==> config.mk <==
export PLATFORM = sky130hd
export DESIGN_NAME = serial_eeprom_command_port
export DESIGN_NICKNAME = d
export VERILOG_FILES = /design/src/common/eeprom_pkg.sv /design/src/design/serial_eeprom_command_port.sv
export SDC_FILE = /design/constraint.sdc
export NUM_CORES = 2
export LEC_CHECK = 0
export ABC_AREA = 1
export ABC_CLOCK_PERIOD_IN_PS = 33800
export BUFFER_PORTS_ARGS = -buffer_cell sky130_fd_sc_hd__buf_2
export CORE_MARGIN = 3
export CORE_UTILIZATION = 40
export CTS_CLUSTER_DIAMETER = 150
export DETAILED_ROUTE_END_ITERATION = 12
export PLACE_DENSITY_LB_ADDON = 0.12
export SETUP_SLACK_MARGIN = 0.5
export SLEW_MARGIN = 20
export SYNTH_ARGS = -nofsm -noshare
export SYNTH_HDL_FRONTEND = slang
export SYNTH_SLANG_ARGS = --single-unit
==> constraint.sdc <==
create_clock -name i_clk_sys -period 33.8 [get_ports i_clk_sys]
set_input_delay 3.38 -clock i_clk_sys [delete_from_list [all_inputs] [get_ports i_clk_sys]]
set_output_delay 3.38 -clock i_clk_sys [all_outputs]
set_load 0.01 [all_outputs]
==> src/common/eeprom_pkg.sv <==
/*
  Shared constants and types for the serial EEPROM command port.
  Assumes a 250 MHz system clock and a host clock sampled as a plain input.
*/
package eeprom_pkg;
  // ----------------------------------------------------------------
  // Array shape
  // ----------------------------------------------------------------
  localparam int WORD_W = 16;
  localparam int BYTE_W = 8;
  localparam int WORDS = 64;
  localparam int ADDR_W = 7;
  localparam int FIFO_DEPTH = 32;
  localparam int HDR_BITS_WORD = 8;
  localparam int HDR_BITS_BYTE = 9;
  localparam logic [WORD_W-1:0] MEM_RESET = 16'hffff;
  localparam logic [WORD_W-1:0] ERASED = 16'hffff;
  // ----------------------------------------------------------------
  // Opcodes
  // ----------------------------------------------------------------
  localparam logic [1:0] OP_EXT = 2'h0;
  localparam logic [1:0] OP_WRITE = 2'h1;
  localparam logic [1:0] OP_READ = 2'h2;
  localparam logic [1:0] OP_ERASE = 2'h3;
  localparam logic [1:0] EXT_WDS = 2'h0;
  localparam logic [1:0] EXT_WRITE_ALL_CMD = 2'h1;
  localparam logic [1:0] EXT_ERASE_ALL_CMD = 2'h2;
  localparam logic [1:0] EXT_WEN = 2'h3;
  // ----------------------------------------------------------------
  // Timing
  // ----------------------------------------------------------------
  localparam longint CLK_PERIOD_PS = 4000;
  localparam longint PROG_ONE_MS = 3;
  localparam longint PROG_ALL_MS = 5;
  localparam longint PROG_ONE_CYC = (PROG_ONE_MS * 64'd1000000000) / CLK_PERIOD_PS;
  localparam longint PROG_ALL_CYC = (PROG_ALL_MS * 64'd1000000000) / CLK_PERIOD_PS;
  // ----------------------------------------------------------------
  // Types
  // ----------------------------------------------------------------
  typedef enum logic [4:0] {
    S_IDLE = 5'h01,
    S_HDR = 5'h02,
    S_DATA = 5'h04,
    S_READ = 5'h08,
    S_WAIT = 5'h10
  } port_state_e;
  typedef struct packed {
    logic organization_select;
    logic din;
    logic sk;
    logic cs;
  } pin_in_s;
  localparam pin_in_s PIN_RESET = 4'h8;
  typedef struct packed {
    logic [1:0] op;
    logic [1:0] ext;
    logic [ADDR_W-1:0] addr;
  } cmd_s;
endpackage : eeprom_pkg

==> src/design/serial_eeprom_command_port.sv <==
/*
  Serial command port of a 1-Kbit nonvolatile array with a read prefetch FIFO.
  Assumes host pins are asynchronous and the host clock is far below 1/6 of i_clk_sys.
*/
// Function
// - Start bit, opcode, address, optional data
// - Nine-bit or ten-bit instruction header lengths
// - Sample input on serial clock rising edge
// - Output high impedance except read or status
// - Status low while busy, high when ready
// - Shifted one bit releases status output
// - Status release refused while busy
// - Read: dummy zero, then word MSB first
// - Read bits change on rising clock edge
// - Sequential read increments and wraps to zero
// - Dummy zero only before first word
// - Powers up write disabled; enable first
// - Enable latch holds until disable or power loss
// - Reads work whatever the latch state
// - Program cycle within 3 ms or 5 ms
// - Program cycle starts on select falling edge
// - Erase leaves affected bits at one
// - Organization high selects word mode
`timescale 1ns/1ns
module read_fifo #(
  parameter int W = 16,
  parameter int DEPTH = 32
) (
  input wire logic i_clk_sys,
  input wire logic i_sys_rst,
  input wire logic i_flush,
  input wire logic i_valid,
  output logic o_ready,
  input wire logic [W-1:0] i_data,
  output logic o_valid,
  input wire logic i_ready,
  output logic [W-1:0] o_data
);
  localparam int AW = $clog2(DEPTH);
  logic [W-1:0] mem_q [DEPTH];
  logic [AW-1:0] wp_q;
  logic [AW-1:0] rp_q;
  logic [AW:0] cnt_q;
  logic push;
  logic pop;
  assign o_ready = cnt_q != (AW+1)'(DEPTH);
  assign o_valid = cnt_q != '0;
  assign o_data = mem_q[rp_q];
  assign push = i_valid & o_ready;
  assign pop = o_valid & i_ready;
  // Pointers wrap naturally, so DEPTH must be a power of two
  always_ff @(posedge i_clk_sys or posedge i_sys_rst)
  begin
    if (i_sys_rst)
    begin
      wp_q <= '0;
      rp_q <= '0;
      cnt_q <= '0;
    end
    else if (i_flush)
    begin
      wp_q <= '0;
      rp_q <= '0;
      cnt_q <= '0;
    end
    else
    begin
      wp_q <= wp_q + AW'(push);
      rp_q <= rp_q + AW'(pop);
      cnt_q <= cnt_q + (AW+1)'(push) - (AW+1)'(pop);
    end
  end
  always_ff @(posedge i_clk_sys)
  begin
    if (push)
      mem_q[wp_q] <= i_data;
  end
endmodule : read_fifo

module serial_eeprom_command_port #(
  parameter int unsigned PROG_ONE_CYC = 32'(eeprom_pkg::PROG_ONE_CYC),
  parameter int unsigned PROG_ALL_CYC = 32'(eeprom_pkg::PROG_ALL_CYC),
  parameter int FIFO_DEPTH = eeprom_pkg::FIFO_DEPTH
) (
  input wire logic i_clk_sys,
  input wire logic i_sys_rst,
  input wire logic i_cs,
  input wire logic i_serial_clock_in,
  input wire logic i_serial_in,
  input wire logic i_organization_select,
  output logic o_serial_out,
  output logic o_serial_out_oe,
  output logic o_busy,
  output logic o_write_enabled
);
  localparam int TW = $clog2(PROG_ALL_CYC + 1);
  // ----------------------------------------------------------------
  // Pin synchronisers
  // ----------------------------------------------------------------
  eeprom_pkg::pin_in_s s1_q;
  eeprom_pkg::pin_in_s s2_q;
  eeprom_pkg::pin_in_s s3_q;
  eeprom_pkg::pin_in_s f_q;
  logic sk_prev_q;
  logic cs_prev_q;
  logic sk_rise;
  logic cs_rise;
  logic cs_fall;
  always_ff @(posedge i_clk_sys or posedge i_sys_rst)
  begin
    if (i_sys_rst)
    begin
      s1_q <= eeprom_pkg::PIN_RESET;
      s2_q <= eeprom_pkg::PIN_RESET;
      s3_q <= eeprom_pkg::PIN_RESET;
      f_q <= eeprom_pkg::PIN_RESET;
      sk_prev_q <= 1'b0;
      cs_prev_q <= 1'b0;
    end
    else
    begin
      s1_q <= {i_organization_select, i_serial_in, i_serial_clock_in, i_cs};
      s2_q <= s1_q;
      s3_q <= s2_q;
      // A bit changes only once the second and third stages agree
      f_q <= (s2_q & s3_q) | (f_q & (s2_q | s3_q));
      sk_prev_q <= f_q.sk;
      cs_prev_q <= f_q.cs;
    end
  end
  assign sk_rise = f_q.sk & ~sk_prev_q;
  assign cs_rise = f_q.cs & ~cs_prev_q;
  assign cs_fall = ~f_q.cs & cs_prev_q;
  // ----------------------------------------------------------------
  // Instruction decode
  // ----------------------------------------------------------------
  eeprom_pkg::port_state_e st_q;
  eeprom_pkg::cmd_s cmd_q;
  logic [4:0] cnt_q;
  logic [8:0] hdr_q;
  logic [8:0] nh;
  logic [15:0] dat_q;
  logic word_mode_q;
  logic wen_q;
  logic busy_q;
  logic show_q;
  logic stat_pend_q;
  logic [1:0] dec_op;
  logic [1:0] dec_ext;
  logic [6:0] dec_addr;
  logic needs_data;
  logic hdr_done;
  logic data_done;
  logic start_ok;
  logic is_prog;
  logic prog_start;
  assign nh = {hdr_q[7:0], f_q.din};
  assign dec_op = word_mode_q ? nh[7:6] : nh[8:7];
  assign dec_addr = word_mode_q ? {1'b0, nh[5:0]} : nh[6:0];
  assign dec_ext = word_mode_q ? nh[5:4] : nh[6:5];
  assign needs_data = dec_op == eeprom_pkg::OP_WRITE ||
                      (dec_op == eeprom_pkg::OP_EXT && dec_ext == eeprom_pkg::EXT_WRITE_ALL_CMD);
  assign hdr_done = st_q == eeprom_pkg::S_HDR && sk_rise &&
                    cnt_q == (word_mode_q ? 5'(eeprom_pkg::HDR_BITS_WORD - 1) :
                                            5'(eeprom_pkg::HDR_BITS_BYTE - 1));
  assign data_done = st_q == eeprom_pkg::S_DATA && sk_rise &&
                     cnt_q == (word_mode_q ? 5'(eeprom_pkg::WORD_W - 1) : 5'(eeprom_pkg::BYTE_W - 1));
  // Start bits are ignored while a program cycle runs
  assign start_ok = st_q == eeprom_pkg::S_IDLE && f_q.cs && sk_rise && f_q.din && !busy_q;
  assign is_prog = cmd_q.op == eeprom_pkg::OP_WRITE || cmd_q.op == eeprom_pkg::OP_ERASE ||
                   (cmd_q.op == eeprom_pkg::OP_EXT &&
                    (cmd_q.ext == eeprom_pkg::EXT_ERASE_ALL_CMD || cmd_q.ext == eeprom_pkg::EXT_WRITE_ALL_CMD));
  assign prog_start = cs_fall && st_q == eeprom_pkg::S_WAIT && is_prog && wen_q;
  always_ff @(posedge i_clk_sys or posedge i_sys_rst)
  begin
    if (i_sys_rst)
    begin
      st_q <= eeprom_pkg::S_IDLE;
      cnt_q <= '0;
      hdr_q <= '0;
      dat_q <= '0;
      cmd_q <= '0;
      word_mode_q <= 1'b1;
    end
    else if (!f_q.cs)
      st_q <= eeprom_pkg::S_IDLE;
    else
    begin
      unique case (st_q)
        eeprom_pkg::S_IDLE:
        begin
          if (start_ok)
          begin
            st_q <= eeprom_pkg::S_HDR;
            cnt_q <= '0;
            word_mode_q <= f_q.organization_select;
          end
        end
        eeprom_pkg::S_HDR:
        begin
          if (sk_rise)
          begin
            hdr_q <= nh;
            cnt_q <= 5'(cnt_q + 5'h01);
            if (hdr_done)
            begin
              cmd_q <= {dec_op, dec_ext, dec_addr};
              cnt_q <= '0;
              if (dec_op == eeprom_pkg::OP_READ)
                st_q <= eeprom_pkg::S_READ;
              else if (needs_data)
                st_q <= eeprom_pkg::S_DATA;
              else
                st_q <= eeprom_pkg::S_WAIT;
            end
          end
        end
        eeprom_pkg::S_DATA:
        begin
          if (sk_rise)
          begin
            dat_q <= {dat_q[14:0], f_q.din};
            cnt_q <= 5'(cnt_q + 5'h01);
            if (data_done)
              st_q <= eeprom_pkg::S_WAIT;
          end
        end
        eeprom_pkg::S_READ, eeprom_pkg::S_WAIT:
          st_q <= st_q;
        default:
          st_q <= eeprom_pkg::S_IDLE;
      endcase
    end
  end
  // Write-enable latch, cleared only by power-on reset or disable
  always_ff @(posedge i_clk_sys or posedge i_sys_rst)
  begin
    if (i_sys_rst)
      wen_q <= 1'b0;
    else if (hdr_done && dec_op == eeprom_pkg::OP_EXT && dec_ext == eeprom_pkg::EXT_WEN)
      wen_q <= 1'b1;
    else if (hdr_done && dec_op == eeprom_pkg::OP_EXT && dec_ext == eeprom_pkg::EXT_WDS)
      wen_q <= 1'b0;
  end
  // ----------------------------------------------------------------
  // Self-timed program cycle
  // ----------------------------------------------------------------
  logic [TW-1:0] tmr_q;
  logic prog_all;
  assign prog_all = cmd_q.op == eeprom_pkg::OP_EXT;
  always_ff @(posedge i_clk_sys or posedge i_sys_rst)
  begin
    if (i_sys_rst)
    begin
      busy_q <= 1'b0;
      tmr_q <= '0;
    end
    else if (prog_start)
    begin
      busy_q <= 1'b1;
      tmr_q <= prog_all ? TW'(PROG_ALL_CYC - 1) : TW'(PROG_ONE_CYC - 1);
    end
    else if (busy_q)
    begin
      if (tmr_q == '0)
        busy_q <= 1'b0;
      else
        tmr_q <= tmr_q - TW'(1);
    end
  end
  // ----------------------------------------------------------------
  // Array storage
  // ----------------------------------------------------------------
  logic [15:0] mem_q [eeprom_pkg::WORDS];
  logic [15:0] wr_word;
  logic [15:0] wr_mask;
  logic hit_all;
  assign hit_all = cmd_q.op == eeprom_pkg::OP_EXT;
  assign wr_word = (cmd_q.op == eeprom_pkg::OP_ERASE || cmd_q.ext == eeprom_pkg::EXT_ERASE_ALL_CMD && hit_all) ?
                   eeprom_pkg::ERASED : (word_mode_q ? dat_q : {dat_q[7:0], dat_q[7:0]});
  assign wr_mask = (word_mode_q || hit_all) ? 16'hffff : (cmd_q.addr[0] ? 16'hff00 : 16'h00ff);
  for (genvar gi = 0; gi < eeprom_pkg::WORDS; gi++)
  begin : g_word
    logic hit;
    assign hit = hit_all || (word_mode_q ? cmd_q.addr[5:0] == 6'(gi) : cmd_q.addr[6:1] == 6'(gi));
    always_ff @(posedge i_clk_sys or posedge i_sys_rst)
    begin
      if (i_sys_rst)
        mem_q[gi] <= eeprom_pkg::MEM_RESET;
      else if (prog_start && hit)
        mem_q[gi] <= (mem_q[gi] & ~wr_mask) | (wr_word & wr_mask);
    end
  end
  // ----------------------------------------------------------------
  // Read prefetch and shifter
  // ----------------------------------------------------------------
  logic [6:0] pf_addr_q;
  logic pf_run_q;
  logic [15:0] pf_word;
  logic [15:0] pf_data;
  logic fifo_ready;
  logic fifo_valid;
  logic [15:0] fifo_head;
  logic fifo_push;
  logic fifo_pop;
  logic fifo_flush;
  logic rd_start;
  logic [15:0] sh_q;
  logic [4:0] bits_q;
  assign rd_start = hdr_done && dec_op == eeprom_pkg::OP_READ;
  assign fifo_flush = rd_start || !f_q.cs;
  assign pf_word = mem_q[word_mode_q ? pf_addr_q[5:0] : pf_addr_q[6:1]];
  assign pf_data = word_mode_q ? pf_word : {8'h00, pf_addr_q[0] ? pf_word[15:8] : pf_word[7:0]};
  assign fifo_push = pf_run_q && fifo_ready;
  assign fifo_pop = st_q == eeprom_pkg::S_READ && f_q.cs && sk_rise && bits_q == '0 && fifo_valid;
  always_ff @(posedge i_clk_sys or posedge i_sys_rst)
  begin
    if (i_sys_rst)
    begin
      pf_addr_q <= '0;
      pf_run_q <= 1'b0;
    end
    else if (!f_q.cs)
      pf_run_q <= 1'b0;
    else if (rd_start)
    begin
      pf_addr_q <= dec_addr;
      pf_run_q <= 1'b1;
    end
    else if (fifo_push)
      pf_addr_q <= word_mode_q ? {1'b0, 6'(pf_addr_q[5:0] + 6'h01)} : 7'(pf_addr_q + 7'h01);
  end
  read_fifo #(
    .W(eeprom_pkg::WORD_W),
    .DEPTH(FIFO_DEPTH)
  ) u_fifo (
    .i_clk_sys(i_clk_sys),
    .i_sys_rst(i_sys_rst),
    .i_flush(fifo_flush),
    .i_valid(pf_run_q),
    .o_ready(fifo_ready),
    .i_data(pf_data),
    .o_valid(fifo_valid),
    .i_ready(fifo_pop),
    .o_data(fifo_head)
  );
  always_ff @(posedge i_clk_sys or posedge i_sys_rst)
  begin
    if (i_sys_rst)
    begin
      sh_q <= '0;
      bits_q <= '0;
    end
    else if (rd_start)
    begin
      sh_q <= '0;
      bits_q <= '0;
    end
    else if (st_q == eeprom_pkg::S_READ && f_q.cs && sk_rise)
    begin
      if (bits_q == '0)
      begin
        // Next word follows with no dummy bit
        sh_q <= !fifo_valid ? 16'hffff : (word_mode_q ? fifo_head : {fifo_head[7:0], 8'h00});
        bits_q <= word_mode_q ? 5'(eeprom_pkg::WORD_W - 1) : 5'(eeprom_pkg::BYTE_W - 1);
      end
      else
      begin
        sh_q <= {sh_q[14:0], 1'b0};
        bits_q <= 5'(bits_q - 5'h01);
      end
    end
  end
  // ----------------------------------------------------------------
  // Status and output pin
  // ----------------------------------------------------------------
  always_ff @(posedge i_clk_sys or posedge i_sys_rst)
  begin
    if (i_sys_rst)
    begin
      show_q <= 1'b0;
      stat_pend_q <= 1'b0;
    end
    else
    begin
      if (!f_q.cs)
        show_q <= 1'b0;
      else if (cs_rise && stat_pend_q)
        show_q <= 1'b1;
      else if (start_ok && show_q)
        show_q <= 1'b0;
      if (prog_start)
        stat_pend_q <= 1'b1;
      else if (start_ok && show_q)
        stat_pend_q <= 1'b0;
    end
  end
  always_ff @(posedge i_clk_sys or posedge i_sys_rst)
  begin
    if (i_sys_rst)
    begin
      o_serial_out <= 1'b0;
      o_serial_out_oe <= 1'b0;
      o_busy <= 1'b0;
      o_write_enabled <= 1'b0;
    end
    else
    begin
      o_serial_out_oe <= f_q.cs && (st_q == eeprom_pkg::S_READ || show_q);
      o_serial_out <= st_q == eeprom_pkg::S_READ ? sh_q[15] : ~busy_q;
      o_busy <= busy_q;
      o_write_enabled <= wen_q;
    end
  end
endmodule : serial_eeprom_command_port

==> results.md <==
## Run status
* result of the run: finished, final reports clean

## Worst setup path
* type of the worst setup path: reg2reg
* critical path capture point type: flip-flop
* Bufs and invs on worst path: 5
* most used cell, CP: nand3_1
* cell class contributing the biggest share of worst-path delay: buffers and inverters
* cell breakdown of the critical path: inv_2 > buf_4 > nand2_4 > nand2_4 > buf_4 > buf_4 > nand2_1 > nand3_1 > nand3_1 > nand3_1 > nand3_1 > nand3_1 > nand3_1 > nand2_1 > clkinv_1
* data required time of the worst path: 34.05 ns
* Slowest Stage Delay on Critical Path: 0.90 ns
* cell at the slowest stage of the critical path: buf_4
* arrival time of data at the critical path endpoint: 6.91 ns
* maximum net fanout on the critical path: 89
* nature of the critical path startpoint: flip-flop

## Global route
* vias in the first global route: 57800
* number of antenna violations at the first check in global routing: 4
* Overflow after GRT: 0
* global-route usage over all layers: 0.230
* maximum number of pins on one net before global-route repair: 165
* global-route wire length before repair: 362000 um

## Routing
* DR vias/cell: 5.20
* violation count after the first detailed-route iteration: 5134
* count of unresolved DRC violations after routing: 0
* Routed Antenna Nets: 0
* Total Wirelength: 235000 um
* average wire per standard cell: 20.2 um
* Initial DRT Pass Iterations: 6
* via total after detailed routing: 60400

## Yosys
* primary flip-flop cell chosen by synthesis mapping: dfstp_2
* yosys warns: 0
* synth unique cells: 44
* sequential cell area fraction in the yosys report: 0.583
* Netlist Area Pre-Place: 78500 um2
* cell type with the highest aggregate area in the netlist: dfstp_2
* main area contributors after synthesis: dfstp_2, edfxtp_1, nand2_1, nand3_1, o21ai_0
* mean instance size in the synthesized netlist: 8.60 um2
* synthesized netlist cell count: 9123
* post-synthesis sequential element count: 1674
* syn nets: 9147
* share of the synthesized area in the top cell type: 0.345
* fraction of synthesis flops using an asynchronous set or reset pin: 0.694
* EDFF count, synth: 512

## Timing
* crit path time final: 6.65 ns
* Pins Over Slew Limit: 0
* summed negative setup slack over all endpoints: 0 ns
* skew final: 0.0586 ns
* setup repair after global routing missed its margin: false
* fmax: 0.150 GHz
* number of setup violations in the final report: 0
* transition time at the pin with the least slew margin: 1.09 ns
* Max transition margin: 0.272
* final-report hold violation count: 0
* final worst path period share: 0.197

## Floorplan
* die width: 449 um
* I/O pin total: 10
* Die ar.: 202000 um2
* core area: 194000 um2
* Std-Cell Rows: 161
* chip height: 449 um
* effective utilization at floorplan: 0.405

## CTS
* H-tree depth: 4
* clock insertion delay at the later pin of the skew report: 0.85 ns
* cts bufs inserted: 186
* setup repair bufs after CTS: 0
* master cell of the clock root buffer: clkbuf_16
* sinks on the clock net: 1674
* Max Root-Sink Buffers: 3
* TritonCTS clock tree: built
* hold bufs inserted after CTS: 0
* cts repair resizes: 0
* clock-pin slew on the worst setup and hold paths: 0.06 ns

## Place
* post-DP HPWL: 137000 um
* post-placement cell area: 80700 um2
* cell total after placement: 11300
* Port Buffers: 9
* global placer's final weighted congestion: 0.826

## Pwr
* Clock Power Share: 0.444
* P_sw: 1.25 mW
* largest voltage drop on the vdd net: 58.5 uV
* sequential cell fraction of total power: 0.455
* total power per unit cell area: 53.6 nW/um2
* static leakage: 31.9 nW
* portion of total power attributed to combinational logic: 0.101
* Int Power: 3.41 mW
* Sw Share: 0.268

## Layout
* share of layout cells above drive strength 1: 0.176
* number of standard cells in the layout, taps in and fillers out: 11600
* net total in the final layout: 8858
* area added between synthesis and finish: 10.9%
* total non-filler cell area in the finished layout: 87000 um2
* total of fill cells in the finished design: 19100

## Worst hold path
* min-delay worst type: reg2reg

## Job
* number of max-cap violations: 0

-- synth_stat cells, drive strengths merged, types with 4 or more instances --
cell type     n
a21oi       114
a21boi       48
xor2         10
buf         203
or2           4
o211ai       53
nand3b       32
a211oi       11
nor2        359
nor3         18
edfxtp      512
clkbuf      407
o22ai        67
maj3          4
nand4        10
nand3      1083
dfstp      1030
nand2      2751
a31oi         4
ha           17
xnor2         4
inv         855
dfrtp       132
o21ai      1378
-- logic make-up (layout without fill, tap and decap cells) --
| kind of cell | Yosys count | in the layout | synth area share |
|---|---|---|---|
| simple gates | 4260 | 4260 | 0.226 |
| compound gates | 1683 | 1683 | 0.113 |
| flops | 1674 | 1674 | 0.583 |
| buf+inv | 1468 | 1332 | 0.0728 |
| fa+ha+maj | 22 | 22 | 0.00347 |
| xor+xnor | 14 | 14 | 0.00156 |
| mux | 2 | 2 | 0.000287 |
| other cells | 0 | 3 | 0 |
-- final timing paths --
| check | to | from | slack (ns) | cells after the start |
|---|---|---|---|---|
| max | u_fifo.mem_q[3][3]$_DFFE_PP_ | word_mode_q$_DFFE_PP1P_ | 27.15 | 15 |
| min | s2_q[0]$_DFF_PP0_ | s1_q[0]$_DFF_PP0_ | 0.35 | 0 |
| max reg2reg | u_fifo.mem_q[3][3]$_DFFE_PP_ | word_mode_q$_DFFE_PP1P_ | 27.15 | 15 |
| min reg2reg | s2_q[0]$_DFF_PP0_ | s1_q[0]$_DFF_PP0_ | 0.35 | 0 |
| max in group asynchronous | asynchronous set/reset pin | i_sys_rst | 27.23 | 7 |
| min in group asynchronous | asynchronous set/reset pin | i_sys_rst | 3.23 | 3 |
-- metal layers --
metal	up-vias	GRT usage	share of wire
met2	1398	0.366	0.46
met4	0	0.0709	0.029
met3	329	0.0307	0.051
met5	-	0	0
met1	29400	0.326	0.46
li1	29200	-	-
-- placed cells by master (no fill, tap or decap), types with 20 or more instances in the layout --
master and n:
o211ai_1 53, clkbuf_1 44, clkinv_2 31, dfstp_2 1029
clkbuf_16 187, nand3_1 1048, o21ai_2 20, inv_1 830
o21ai_0 913, nand3_2 34, buf_4 116, nor2_1 347
a21oi_1 103, o22ai_1 67, edfxtp_1 512, o21ai_1 441
nand2_1 2744, a21boi_0 48, nand3b_1 32, clkbuf_8 43
dfrtp_1 130
-- through the flow --
step	setup slack (ns)	hold WS, ns	power [mW]	util
2_1_floorplan	15.22	0.331	2.46	-
3_3_place_gp	26.23	0.336	2.63	0.416
3_5_place_dp	26.21	0.335	2.63	0.416
4_1_cts	27.14	0.348	4.72	0.449
5_1_grt	26.57	0.355	4.85	0.449
6_report	27.15	0.347	4.66	0.449
-- final cells by class --
| cell class | instances | area (um2) | area share |
|---|---|---|---|
| Inverter | 858 | 3230 | 0.0372 |
| Timing Repair Buffer | 133 | 1070 | 0.0123 |
| Multi-Input combinational cell | 5981 | 27400 | 0.315 |
| Clock inverter | 67 | 873 | 0.0100 |
| Antenna cell | 3 | 7.51 | 0.0000862 |
| Sequential cell | 1674 | 45800 | 0.526 |
| Tap cell | 2608 | 3260 | 0.0375 |
| Clock buffer | 274 | 5440 | 0.0625 |
-- worst register-to-register path: cells and delay by family, from the launching register on --
kind | cells | cell delay, ns
flip-flops | 1 | 0.52
AND/OR/NAND/NOR | 10 | 2.53
buffers and inverters | 5 | 2.99
-- power groups by stage --
| stage | clock [mW] | sequential, mW | combinational [mW] |
|---|---|---|---|
| after floorplan | 0 | 2.15 | 0.308 |
| after global placement | 0 | 2.15 | 0.473 |
| after detailed placement | 0 | 2.15 | 0.473 |
| after CTS | 2.12 | 2.12 | 0.474 |
| after global routing | 2.20 | 2.12 | 0.524 |
| final | 2.07 | 2.12 | 0.473 |
No activity file was read; power rests on OpenSTA's default activity.
